File: config.mk
export PLATFORM = sky130hd
export DESIGN_NAME = sipo_latch
export DESIGN_NICKNAME = d
export VERILOG_FILES = /design/src/pkg/sipo_latch_pkg.sv /design/src/design/capture_fifo.sv /design/src/design/sipo_latch.sv
export VERILOG_INCLUDE_DIRS = /design/src /design/src/pkg
export SDC_FILE = /design/constraint.sdc
export NUM_CORES = 1
export LEC_CHECK = 0
export BUFFER_PORTS_ARGS = -buffer_cell sky130_fd_sc_hd__buf_2
export CAP_MARGIN = 20
export CORE_ASPECT_RATIO = 0.6
export CORE_MARGIN = 1
export CORE_UTILIZATION = 28
export DETAILED_ROUTE_END_ITERATION = 12
export PLACE_DENSITY_LB_ADDON = 0.08
export SLEW_MARGIN = 20
export SYNTH_ARGS = -nofsm -noshare
export SYNTH_HDL_FRONTEND = slang
export SYNTH_SLANG_ARGS = --single-unit
File: constraint.sdc
create_clock -name mclk -period 2.9 [get_ports mclk]
set_input_delay 0.145 -clock mclk [delete_from_list [all_inputs] [get_ports mclk]]
set_output_delay 0.145 -clock mclk [all_outputs]
set_load 0.02 [all_outputs]
File: src/pkg/sipo_latch_params.svh
// Functional notes
// - Eight-stage shift register loads serially and shows all stages to storage.
// - Eight-bit storage register captures shift stages on storage clock.
// - Shift and storage registers each have their own clock input.
// - Each register has a low-active clear forcing zeros, overriding its clock.
// - Both clocks act only on their rising edges.
// - With tied clocks, storage takes pre-shift contents, lagging one pulse.
// - Serial output carries the last stage for cascading.
`ifndef SIPO_LATCH_PARAMS_SVH
`define SIPO_LATCH_PARAMS_SVH
`define STAGES        8
`define LAST_STAGE    7
`define ZERO_BYTE     8'h00
`define FIFO_DEPTH    16
`define FIFO_PTR_W    4
`define FIFO_CNT_W    5
`endif

File: src/pkg/sipo_latch_pkg.sv
package sipo_latch_pkg;
  typedef logic [7:0] byte_t;
endpackage

File: src/design/capture_fifo.sv
`timescale 1ns/1ps
`include "sipo_latch_params.svh"
module capture_fifo #(
  parameter int WIDTH = 8,
  parameter int DEPTH = `FIFO_DEPTH
) (
  // Clock and reset
  input  wire logic             mclk,
  input  wire logic             arst_n,
  // Fill side
  input  wire logic [WIDTH-1:0] inData,
  input  wire logic             inValid,
  output logic                  inReady,
  // Drain side
  output logic [WIDTH-1:0]      outData,
  output logic                  outValid,
  input  wire logic             outReady
);
  localparam int PW = $clog2(DEPTH);
  localparam int CW = PW + 1;

  logic [WIDTH-1:0] mem [DEPTH];
  logic [PW-1:0]    wrPtr_r, wrPtr_nxt, rdPtr_r, rdPtr_nxt;
  logic [CW-1:0]    count_r, count_nxt;
  logic [WIDTH-1:0] outData_r, outData_nxt;
  logic             outValid_r, outValid_nxt, inReady_r, inReady_nxt;
  logic             push, pop;

  // ==========================================================
  // Next state
  always_comb begin
    push        = inValid && inReady_r;
    pop         = (count_r != '0) && (!outValid_r || outReady);
    wrPtr_nxt   = push ? PW'(wrPtr_r + 1'b1) : wrPtr_r;
    rdPtr_nxt   = pop ? PW'(rdPtr_r + 1'b1) : rdPtr_r;
    count_nxt   = CW'(count_r + CW'(push) - CW'(pop));
    outData_nxt = pop ? mem[rdPtr_r] : outData_r;
    outValid_nxt = pop ? 1'b1 : (outValid_r && !outReady);
    // Registered ready keeps top outputs glitch free
    inReady_nxt = (count_nxt != CW'(DEPTH));
  end

  // ==========================================================
  // Registers
  always_ff @(posedge mclk or negedge arst_n) begin
    if (!arst_n) begin
      wrPtr_r    <= '0;
      rdPtr_r    <= '0;
      count_r    <= '0;
      outData_r  <= '0;
      outValid_r <= 1'b0;
      inReady_r  <= 1'b1;
    end else begin
      wrPtr_r    <= wrPtr_nxt;
      rdPtr_r    <= rdPtr_nxt;
      count_r    <= count_nxt;
      outData_r  <= outData_nxt;
      outValid_r <= outValid_nxt;
      inReady_r  <= inReady_nxt;
    end
  end

  // Storage array has no reset; reads only after a write
  always_ff @(posedge mclk) begin
    if (push) begin
      mem[wrPtr_r] <= inData;
    end
  end

  assign inReady  = inReady_r;
  assign outData  = outData_r;
  assign outValid = outValid_r;
endmodule

File: src/design/sipo_latch.sv
`timescale 1ns/1ps
`include "sipo_latch_params.svh"
module sipo_latch (
  // Clock and reset
  input  wire logic                 mclk,
  input  wire logic                 arst_n,
  // Serial side
  input  wire logic                 serialIn,
  input  wire logic                 shift_clock,
  input  wire logic                 shift_clear_n,
  output logic                      serialOut,
  // Storage side
  input  wire logic                 storage_clock,
  input  wire logic                 storage_clear_n,
  output sipo_latch_pkg::byte_t     parallelOut,
  // Capture stream
  output logic                      captureRoom,
  output sipo_latch_pkg::byte_t     capData,
  output logic                      capValid,
  input  wire logic                 capReady
);
  import sipo_latch_pkg::*;

  byte_t shiftReg_r, shiftReg_nxt;
  byte_t storeReg_r, storeReg_nxt;
  logic  shiftPrev_r, shiftPrev_nxt;
  logic  storePrev_r, storePrev_nxt;
  logic  serialOut_r, serialOut_nxt;
  logic  shiftRise, storeRise, pushValid, fifoReady;

  // Rising edge of a level sampled against its previous sample
  function automatic logic rise(input logic now, input logic prev);
    return now && !prev;
  endfunction

  // ==========================================================
  // Edge detection
  // Inputs are synchronous to mclk, so one flop of history suffices
  always_comb begin
    shiftPrev_nxt = shift_clock;
    storePrev_nxt = storage_clock;
    shiftRise = rise(shift_clock, shiftPrev_r);
    storeRise = rise(storage_clock, storePrev_r);
  end

  // ==========================================================
  // Shift register
  always_comb begin
    shiftReg_nxt = shiftReg_r;
    if (!shift_clear_n) begin
      shiftReg_nxt = `ZERO_BYTE;
    end else if (shiftRise) begin
      shiftReg_nxt = {shiftReg_r[`LAST_STAGE-1:0], serialIn};
    end
    serialOut_nxt = shiftReg_nxt[`LAST_STAGE];
  end

  // ==========================================================
  // Storage register
  // Old shift contents are read, giving the one-pulse lag when tied
  always_comb begin
    storeReg_nxt = storeReg_r;
    if (!storage_clear_n) begin
      storeReg_nxt = `ZERO_BYTE;
    end else if (storeRise) begin
      storeReg_nxt = shiftReg_r;
    end
    // A capture while the FIFO is full is not queued
    pushValid = storage_clear_n && storeRise;
  end

  always_ff @(posedge mclk or negedge arst_n) begin
    if (!arst_n) begin
      shiftReg_r  <= `ZERO_BYTE;
      storeReg_r  <= `ZERO_BYTE;
      shiftPrev_r <= 1'b0;
      storePrev_r <= 1'b0;
      serialOut_r <= 1'b0;
    end else begin
      shiftReg_r  <= shiftReg_nxt;
      storeReg_r  <= storeReg_nxt;
      shiftPrev_r <= shiftPrev_nxt;
      storePrev_r <= storePrev_nxt;
      serialOut_r <= serialOut_nxt;
    end
  end

  // ==========================================================
  // Capture FIFO
  capture_fifo #(
    .WIDTH ($bits(byte_t)),
    .DEPTH (`FIFO_DEPTH)
  ) u_fifo (
    .mclk     (mclk),
    .arst_n   (arst_n),
    .inData   (shiftReg_r),
    .inValid  (pushValid),
    .inReady  (fifoReady),
    .outData  (capData),
    .outValid (capValid),
    .outReady (capReady)
  );

  assign parallelOut = storeReg_r;
  assign serialOut   = serialOut_r;
  assign captureRoom = fifoReady;
endmodule

==> qor.yml, run 1 <==
run_status:
  status: "complete, no violations"
detailed_routing:
  wirelength_mm: 15.3
  routed_via_density: 4.47
  drc: 0
  dr_total_vias: 3409
  drt_iter0_drc: 157
  ant_nets: 0
  wl_per_cell_um: 20.1
  firstDrtPassIters: 6
synthesis:
  yosysTopAreaCellShare_pct: 56.3
  synthCells: 377
  synth_ff_type: "edfxtp_1"
  ys_async_sr_fraction_pct: 24.3
  synth_nets: 397
  synth_area_um2: 6830
  yosysWarnings: 0
  seq_area_frac_synth_pct: 71.3
  synth_commonest_cells: "edfxtp_1 (128), dfrtp_1 (40), nand2_1 (21), mux4_2 (20), inv_1 (17)"
  ys_top_cells_by_area: "edfxtp_1 (56%), dfrtp_1 (15%), mux4_2 (6.6%)"
  synth.most_common_cell: "edfxtp_1"
  synth_cell_types: 41
  postSynthAreaPerCell_um2: 18.1
  ys_ff_latch: 169
  yosysTopAreaCell: "edfxtp_1"
  synth-edff-count: 128
sta:
  fmax_mhz: 350
  hold_viol_final: 0
  fin_crit_sh_pct: 98.6
  tightest_slew_ns: 0.932
  slew_viol_final: 0
  hold_ws_ns: 0.0263
  rsz0062_at_grt: "yes"
  min_period_ns: 2.86
  skew_ns: 0.00800
  setup_viol: 0
  max_slew_margin_pct: 37.7
  tns_ns: 0
critical_path:
  cpMostUsedCell: "inv_2"
  r2r-end: "u_fifo.inReady"
  cpPeakStageDelay_ns: 0.52
  worstPathRequired_ns: 3.24
  crit_cells: 12
  slowest_stage: "fa_2"
  cp_cell_sequence: "inv_2 > ha_4 > nor4b_4 > a21oi_2 > ha_1 > inv_1 > ha_2 > inv_2 > fa_2 > inv_2 > or3_1 > or4_4"
  critPathLaunchType: "register"
  critPathKind: "register to register"
  critPathMaxFanout: 2
  r2r_slack_ns: 0.04
  end_kind: "register"
  r2r_cells: 12
  worst-path-buf-inv: 4
  critPathTopFamily: "adder cells"
  r2r-start: "u_fifo.count_r[2]"
  worstPathArrival_ns: 3.20
floorplanning:
  io_pins: 27
  die_area_um2: 25000
  start_util_pct: 29.1
  die_w_um: 204
  rows: 43
  die_height_um: 123
  core_area_um2: 23500
grt:
  grt_max_degree: 42
  grt-ovfl-total: 0
  grt_pass1_wl_mm: 22.7
  track_usage_pct: 13.1
  grt_pass1_vias: 3446
  antenna_found_initial: 0
power:
  p_sw_share_pct: 30.1
  switching_power_w: 0.00210
  power_frac_clock_pct: 31.3
  p_seq_share_pct: 42.6
  intPower_w: 0.00487
  p_leak_nw: 2.84
  power_density_nw_per_um2: 865
  ir_worst_vdd_mv: 0.388
  pwr-share-comb_pct: 26.1
placed_design:
  dp_hpwl_mm: 9.92
  place_congestion: 0.724
  portBuffers: 26
cts:
  cts_num_sinks: 169
  cts_buffer_depth: 2
  cts_made_buffers: 17
  cts_tree: "built"
  clock_latency_ns: 0.43
  root_buffer: "clkbuf_16"
  path_clk_slew_ns: 0.06
  htree_levels: 4
hold_path:
  min-delay-start: "shift_clear_n"
  hp-class: "input port to register"
  worstHoldEndpoint: "shiftReg_r[6]"
  whs_path_depth: 2
cells_and_area:
  drive_gt1_share_pct: 25.7
  final.fill_count: 2239
  antennaDiodeCount: 0
  layout.nets: 454
  syn_to_final_growth_pct: 18.0
run:
  cap_violations: 0
## per-stage QoR
step           setup WS (ns)  total power, W  util [%]  instance area [um^2]  instances
2_1_floorplan        0.00527         0.00429         -                  6830        377
3_3_place_gp       -0.000185         0.00477      31.4                  7380        721
3_5_place_dp         -0.0237         0.00476      31.4                  7380        721
4_1_cts              0.00420         0.00700      34.0                  8000        758
5_1_grt              -0.0391         0.00732      34.3                  8060        762
6_report              0.0393         0.00697      34.3                  8060        762
## cell type report
class / instances / area (um^2) / area share, %
clock buffers: 19 / 433 / 5.37
clock inverters: 13 / 130 / 1.61
inverters: 18 / 67.6 / 0.839
multi-input cells: 172 / 1790 / 22.2
flip-flops and latches: 169 / 4870 / 60.5
well taps: 315 / 394 / 4.89
repair buffers: 56 / 370 / 4.60
## cell families (layout without fill, tap and decap cells)
group | after synthesis | after routing | synth area share [%]
compound gates | 31 | 31 | 3.28
xor+xnor | 9 | 9 | 1.15
fa+ha+maj | 12 | 12 | 2.31
buf+inv | 36 | 106 | 2.97
flops | 169 | 169 | 71.3
mux | 49 | 49 | 13.7
simple gates | 71 | 71 | 5.26
## worst reg2reg max path, cell delays in order (launching register included)
cell and delay, ns:
dfrtp_1 0.39, inv_2 0.09, ha_4 0.14, nor4b_4 0.22, a21oi_2 0.07, ha_1 0.27
inv_1 0.06, ha_2 0.18, inv_2 0.04, fa_2 0.52, inv_2 0.04, or3_1 0.35
or4_4 0.42
## timing repair
action	in CTS	in global routing
resized for setup	2	9
hold buffers	5	0
hold endpoints to repair	44	0
pin swaps	0	2
setup buffers	0	4
endpoints found under the setup margin	1	1
## placed cells by master (no fill, tap or decap), types with 8 or more instances in the layout
cell type / instances
inv_1: 13
nor2b_1: 11
ha_1: 9
nor2_1: 13
mux4_2: 20
buf_4: 26
buf_2: 25
clkbuf_16: 17
nand2_1: 21
mux4_1: 12
a21boi_0: 8
dfrtp_1: 39
mux2i_1: 16
edfxtp_1: 128
## state kept, by name, summed over array words and instances (netlist names)
register / cells
u_fifo.rdPtr_r: 4
u_fifo.inReady: 1
u_fifo.mem: 128
u_fifo.outData: 8
shiftPrev_r: 1
shiftReg_r: 8
parallelOut: 8
storePrev_r: 1
u_fifo.count_r: 5
u_fifo.outValid: 1
u_fifo.wrPtr_r: 4
## layer usage
layer  wire length, um  track usage (%)
met5                 0                0
met4                86             3.10
met3              1050             4.14
met2              6140             17.2
met1              8070             20.5
## how the worst max path moves through the flow
stage | startpoint | to | slack (ns)
final | u_fifo.count_r[2] | u_fifo.inReady | 0.04
after global routing | u_fifo.count_r[2] | u_fifo.inReady | -0.04
after CTS | u_fifo.count_r[3] | u_fifo.inReady | 0.004
after detailed placement | u_fifo.count_r[2] | u_fifo.inReady | -0.02
after global placement | u_fifo.count_r[3] | u_fifo.inReady | -0.0002
after floorplan | u_fifo.count_r[3] | u_fifo.inReady | 0.005
## power groups by stage
stage          clock, W  combinational, W  sequential, W
2_1_floorplan         0           0.00127        0.00303
3_3_place_gp          0           0.00176        0.00301
3_5_place_dp          0           0.00175        0.00301
4_1_cts         0.00225           0.00178        0.00297
5_1_grt         0.00234           0.00199        0.00299
6_report        0.00219           0.00182        0.00297
No activity file was read; power rests on OpenSTA's default activity.
==> run 2, diff against run 1 <==
--- a/config.mk
+++ b/config.mk
@@ -12,7 +12,7 @@
 export CORE_MARGIN = 1
 export CORE_UTILIZATION = 28
 export DETAILED_ROUTE_END_ITERATION = 12
-export PLACE_DENSITY_LB_ADDON = 0.08
+export PLACE_DENSITY = 0.47
 export SLEW_MARGIN = 20
 export SYNTH_ARGS = -nofsm -noshare
 export SYNTH_HDL_FRONTEND = slang
==> qor.yml, run 2 (synthesis results as in run 1) <==
critical_path:
  worstPathRequired_ns: 3.23
  r2r-start: "u_fifo.count_r[2]"
  critPathMaxFanout: 2
  worstPathArrival_ns: 3.20
  critPathLaunchType: "register"
  end_kind: "register"
  worst-path-buf-inv: 4
  r2r-end: "u_fifo.inReady"
  cpMostUsedCell: "inv_2"
  r2r_cells: 12
  cpPeakStageDelay_ns: 0.52
  critPathTopFamily: "adder cells"
  r2r_slack_ns: 0.03
  critPathKind: "register to register"
  slowest_stage: "fa_2"
  cp_cell_sequence: "inv_2 > ha_4 > nor4b_4 > a21oi_2 > ha_1 > inv_1 > ha_2 > inv_2 > fa_2 > inv_2 > or3_1 > or4_4"
grt:
  antenna_found_initial: 0
  grt_pass1_wl_mm: 23.2
  grt_max_degree: 34
  grt-ovfl-total: 0
  grt_pass1_vias: 3727
  track_usage_pct: 13.1
sta:
  tightest_slew_ns: 0.840
  slew_viol_final: 0
  setup_viol: 0
  fmax_mhz: 349
  skew_ns: 0.00625
  hold_ws_ns: 0.0303
  max_slew_margin_pct: 43.9
  hold_viol_final: 0
  rsz0062_at_grt: "yes"
  tns_ns: 0
  fin_crit_sh_pct: 98.8
  min_period_ns: 2.87
cts:
  clock_latency_ns: 0.41
  cts_num_sinks: 169
  cts_tree: "built"
  cts_buffer_depth: 2
  cts_made_buffers: 17
  path_clk_slew_ns: 0.06
  htree_levels: 4
  root_buffer: "clkbuf_16"
detailed_routing:
  dr_total_vias: 3453
  drc: 0
  wirelength_mm: 15.2
  drt_iter0_drc: 204
  routed_via_density: 4.51
  firstDrtPassIters: 4
  ant_nets: 0
  wl_per_cell_um: 19.8
power:
  p_leak_nw: 2.83
  ir_worst_vdd_mv: 0.429
  power_density_nw_per_um2: 861
placed_design:
  placed_cell_area_um2: 7430
  dp_cells: 724
  place_congestion: 0.758
  dp_hpwl_mm: 10.1
  portBuffers: 26
hold_path:
  min-delay-start: "shift_clear_n"
  worstHoldEndpoint: "shiftReg_r[4]"
  whs_path_depth: 2
  hp-class: "input port to register"
floorplanning:
  start_util_pct: 29.1
  die_w_um: 204
  io_pins: 27
  die_height_um: 123
  die_area_um2: 25000
  core_area_um2: 23500
  rows: 43
cells_and_area:
  largest_register_ffs: 128
  stdcell_area_um2: 8090
  final_cell_mix: "edfxtp_1 (128), dfrtp_1 (39), buf_2 (26), buf_4 (26), nand2_1 (21)"
  utilization_pct: 34.4
  max_flop_register: "u_fifo.mem"
  layout.nets: 457
  drive_gt1_share_pct: 25.8
  mostFrequentLayoutCell: "edfxtp_1"
  layout.cells.non_filler: 766
  syn_to_final_growth_pct: 18.4
run_status:
  status: "complete, no violations"
run:
  cap_violations: 0
## run 2: how the worst max path moves through the flow
stage	from	end	cells after the start
final	u_fifo.count_r[2]	u_fifo.inReady	12
after global routing	u_fifo.count_r[2]	u_fifo.inReady	12
after CTS	u_fifo.count_r[2]	u_fifo.inReady	12
after detailed placement	u_fifo.count_r[2]	u_fifo.inReady	13
after global placement	u_fifo.count_r[3]	u_fifo.inReady	13
after floorplan	u_fifo.count_r[3]	u_fifo.inReady	14
## run 2: timing repair
action                                  CTS  global route
gates resized for setup                   6             5
gates cloned                              0             0
endpoints found under the hold margin    30             0
endpoints found under the setup margin    1             1
buffers inserted                          1             3
pin swaps                                 1             2
hold buffers                              5             0
## run 2: area by class of cell
type	count	area, um^2
Clock inverter	13	105
Sequential cell	169	4870
Inverter	18	67.6
Tap cell	315	394
Fill cell	2221	15400
Multi-Input combinational cell	172	1790
Timing Repair Buffer	59	415
Clock buffer	19	443
Antenna cell	1	2.50
## run 2: metal layers
layer  global-route usage (%)  up-vias  part of all wire, %  routed length (um)
li1                         -     1581                    -                   -
met1                     19.6     1797                   50                7580
met2                     18.8       73                   43                6480
met3                     2.85        2                  7.2                1090
met4                     4.04        0                 0.14                  22
met5                        0        -                    0                   0
## run 2: through the flow
step,setup WS [ns],power [W]
finish,0.0334,0.00697
detailed placement,-0.0739,0.00484
CTS,0.0144,0.00701
global placement,0.0549,0.00481
floorplan,0.00527,0.00429
global route,-0.115,0.00734
## run 2: where the power goes
part	leakage [nW]	internal, W	switching (W)
combinational	0.925	0.000874	0.000942
clock	0.250	0.00119	0.000909
sequential	1.65	0.00280	0.000251
==> run 3, diff against run 2 <==
--- a/config.mk
+++ b/config.mk
@@ -6,13 +6,12 @@
 export SDC_FILE = /design/constraint.sdc
 export NUM_CORES = 1
 export LEC_CHECK = 0
-export BUFFER_PORTS_ARGS = -buffer_cell sky130_fd_sc_hd__buf_2
 export CAP_MARGIN = 20
 export CORE_ASPECT_RATIO = 0.6
-export CORE_MARGIN = 1
 export CORE_UTILIZATION = 28
 export DETAILED_ROUTE_END_ITERATION = 12
-export PLACE_DENSITY = 0.47
+export DONT_BUFFER_PORTS = 1
+export PLACE_DENSITY = 0.46
 export SLEW_MARGIN = 20
 export SYNTH_ARGS = -nofsm -noshare
 export SYNTH_HDL_FRONTEND = slang
==> qor.yml, run 3 (synthesis results as in run 1) <==
power:
  ir_worst_vdd_mv: 0.435
  power_density_nw_per_um2: 866
  p_leak_nw: 2.73
  total_power_w: 0.00693
critical_path:
  critPathLaunchType: "register"
  r2r-end: "u_fifo.inReady"
  worstPathArrival_ns: 3.19
  critPathMaxFanout: 2
  r2r-start: "u_fifo.count_r[2]"
  r2r_slack_ns: 0.05
  r2r_cells: 12
  end_kind: "register"
  worstPathRequired_ns: 3.24
  critPathKind: "register to register"
grt:
  grt_pass1_vias: 3575
  track_usage_pct: 13.0
  antenna_found_initial: 1
  grt_max_degree: 42
  grt_pass1_wl_mm: 22.9
  grt-ovfl-total: 0
cts:
  path_clk_slew_ns: 0.06
  clock_latency_ns: 0.43
  root_buffer: "clkbuf_16"
  cts_tree: "built"
  cts_num_sinks: 169
  cts_made_buffers: 17
  htree_levels: 4
  cts_buffer_depth: 2
run:
  cap_violations: 0
cells_and_area:
  antennaDiodeCount: 0
  syn_to_final_growth_pct: 17.0
  max_flop_register: "u_fifo.mem"
  drive_gt1_share_pct: 21.1
  final.fill_count: 2222
  largest_register_ffs: 128
  final_cell_mix: "edfxtp_1 (128), dfrtp_1 (39), nand2_1 (21), buf_4 (21), mux4_2 (20)"
  layout.nets: 429
  multi_input_area_um2: 1790
  utilization_pct: 34.0
  seq_area_um2: 4870
  mostFrequentLayoutCell: "edfxtp_1"
sta:
  slew_viol_final: 0
  min_period_ns: 2.85
  tightest_slew_ns: 0.940
  tns_ns: 0
  hold_viol_final: 0
  fmax_mhz: 351
  fin_crit_sh_pct: 98.3
  skew_ns: 0.0109
  setup_viol: 0
  rsz0062_at_grt: "yes"
  max_slew_margin_pct: 37.2
  hold_ws_ns: 0.103
placed_design:
  dp_hpwl_mm: 9.58
  portBuffers: 0
  place_congestion: 0.711
floorplanning:
  core_area_um2: 23500
  die_height_um: 123
  io_pins: 27
  die_w_um: 204
  rows: 43
  die_area_um2: 25000
  start_util_pct: 29.1
detailed_routing:
  ant_nets: 0
  wirelength_mm: 14.9
  routed_via_density: 4.57
  dr_total_vias: 3367
  firstDrtPassIters: 5
  drc: 0
  drt_iter0_drc: 176
  wl_per_cell_um: 20.2
hold_path:
  worstHoldEndpoint: "parallelOut[7]"
  whs_path_depth: 3
  min-delay-start: "storage_clock"
  hp-class: "input port to register"
run_status:
  status: "complete, no violations"
==> run 3: cell types whose count changed in the layout (fill, tap and decap cells not counted), moves of 2 or more <==
cell and delta:
clkinvlp_4 -2, buf_4 -5, clkinv_1 -3, clkinv_4 +2, dlygate4sd3_1 +2, inv_6 +3
buf_2 -26
==> run 3: power by group <==
group / switching (W) / internal, W / leakage [nW]
registers: 0.000302 / 0.00280 / 1.65
clock network: 0.000954 / 0.00124 / 0.270
logic: 0.000841 / 0.000795 / 0.813
==> run 3: layout make-up <==
| class | instances | share of cell area, % |
|---|---|---|
| timing repair buffer | 31 | 3.69 |
| multi-input combinational | 172 | 22.4 |
| inverter | 18 | 0.845 |
| sequential | 169 | 60.9 |
| clock inverter | 12 | 1.47 |
| tap | 315 | 4.93 |
| clock buffer | 20 | 5.71 |
==> run 3: how the worst max path moves through the flow <==
stage | start | endpoint | depth (start not counted)
5_1_grt | u_fifo.count_r[2] | u_fifo.inReady | 12
3_5_place_dp | u_fifo.count_r[3] | u_fifo.inReady | 13
2_1_floorplan | u_fifo.count_r[3] | u_fifo.inReady | 14
6_report | u_fifo.count_r[2] | u_fifo.inReady | 12
4_1_cts | u_fifo.count_r[3] | u_fifo.inReady | 13
3_3_place_gp | u_fifo.count_r[3] | u_fifo.inReady | 12
==> run 3: stage by stage <==
| stage | area, um^2 | setup slack, ns | instances |
|---|---|---|---|
| after floorplan | 6830 | 0.00527 | 377 |
| after global placement | 7270 | 0.0159 | 694 |
| after detailed placement | 7270 | -0.0614 | 694 |
| after CTS | 7950 | -0.0307 | 734 |
| after global routing | 7990 | -0.0594 | 737 |
| final | 7990 | 0.0492 | 737 |
==> run 3: timing repair <==
item	CTS	global route
endpoints found under the setup margin	1	1
buffers inserted	0	3
pin swaps	0	2
hold buffers	8	0
gates resized for setup	2	9
hold endpoints to repair	60	0
==> run 3: worst max-delay path: stages (launching register included) <==
cell	delay, ns
dfrtp_1	0.39
inv_2	0.08
ha_4	0.12
nor4b_4	0.21
a21oi_2	0.07
ha_1	0.28
inv_1	0.07
ha_2	0.19
inv_2	0.04
fa_2	0.52
inv_2	0.04
or3_1	0.34
or4_4	0.42
==> run 3: per-layer routing <==
| metal | global-route usage, % | wire (um) | vias up | share of wire [%] |
|---|---|---|---|---|
| li1 | - | - | 1521 | - |
| met1 | 18.6 | 7480 | 1764 | 50 |
| met2 | 18.4 | 6240 | 65 | 42 |
| met3 | 4.19 | 963 | 17 | 6.5 |
| met4 | 4.42 | 186 | 0 | 1.3 |
| met5 | 0 | 0 | - | 0 |
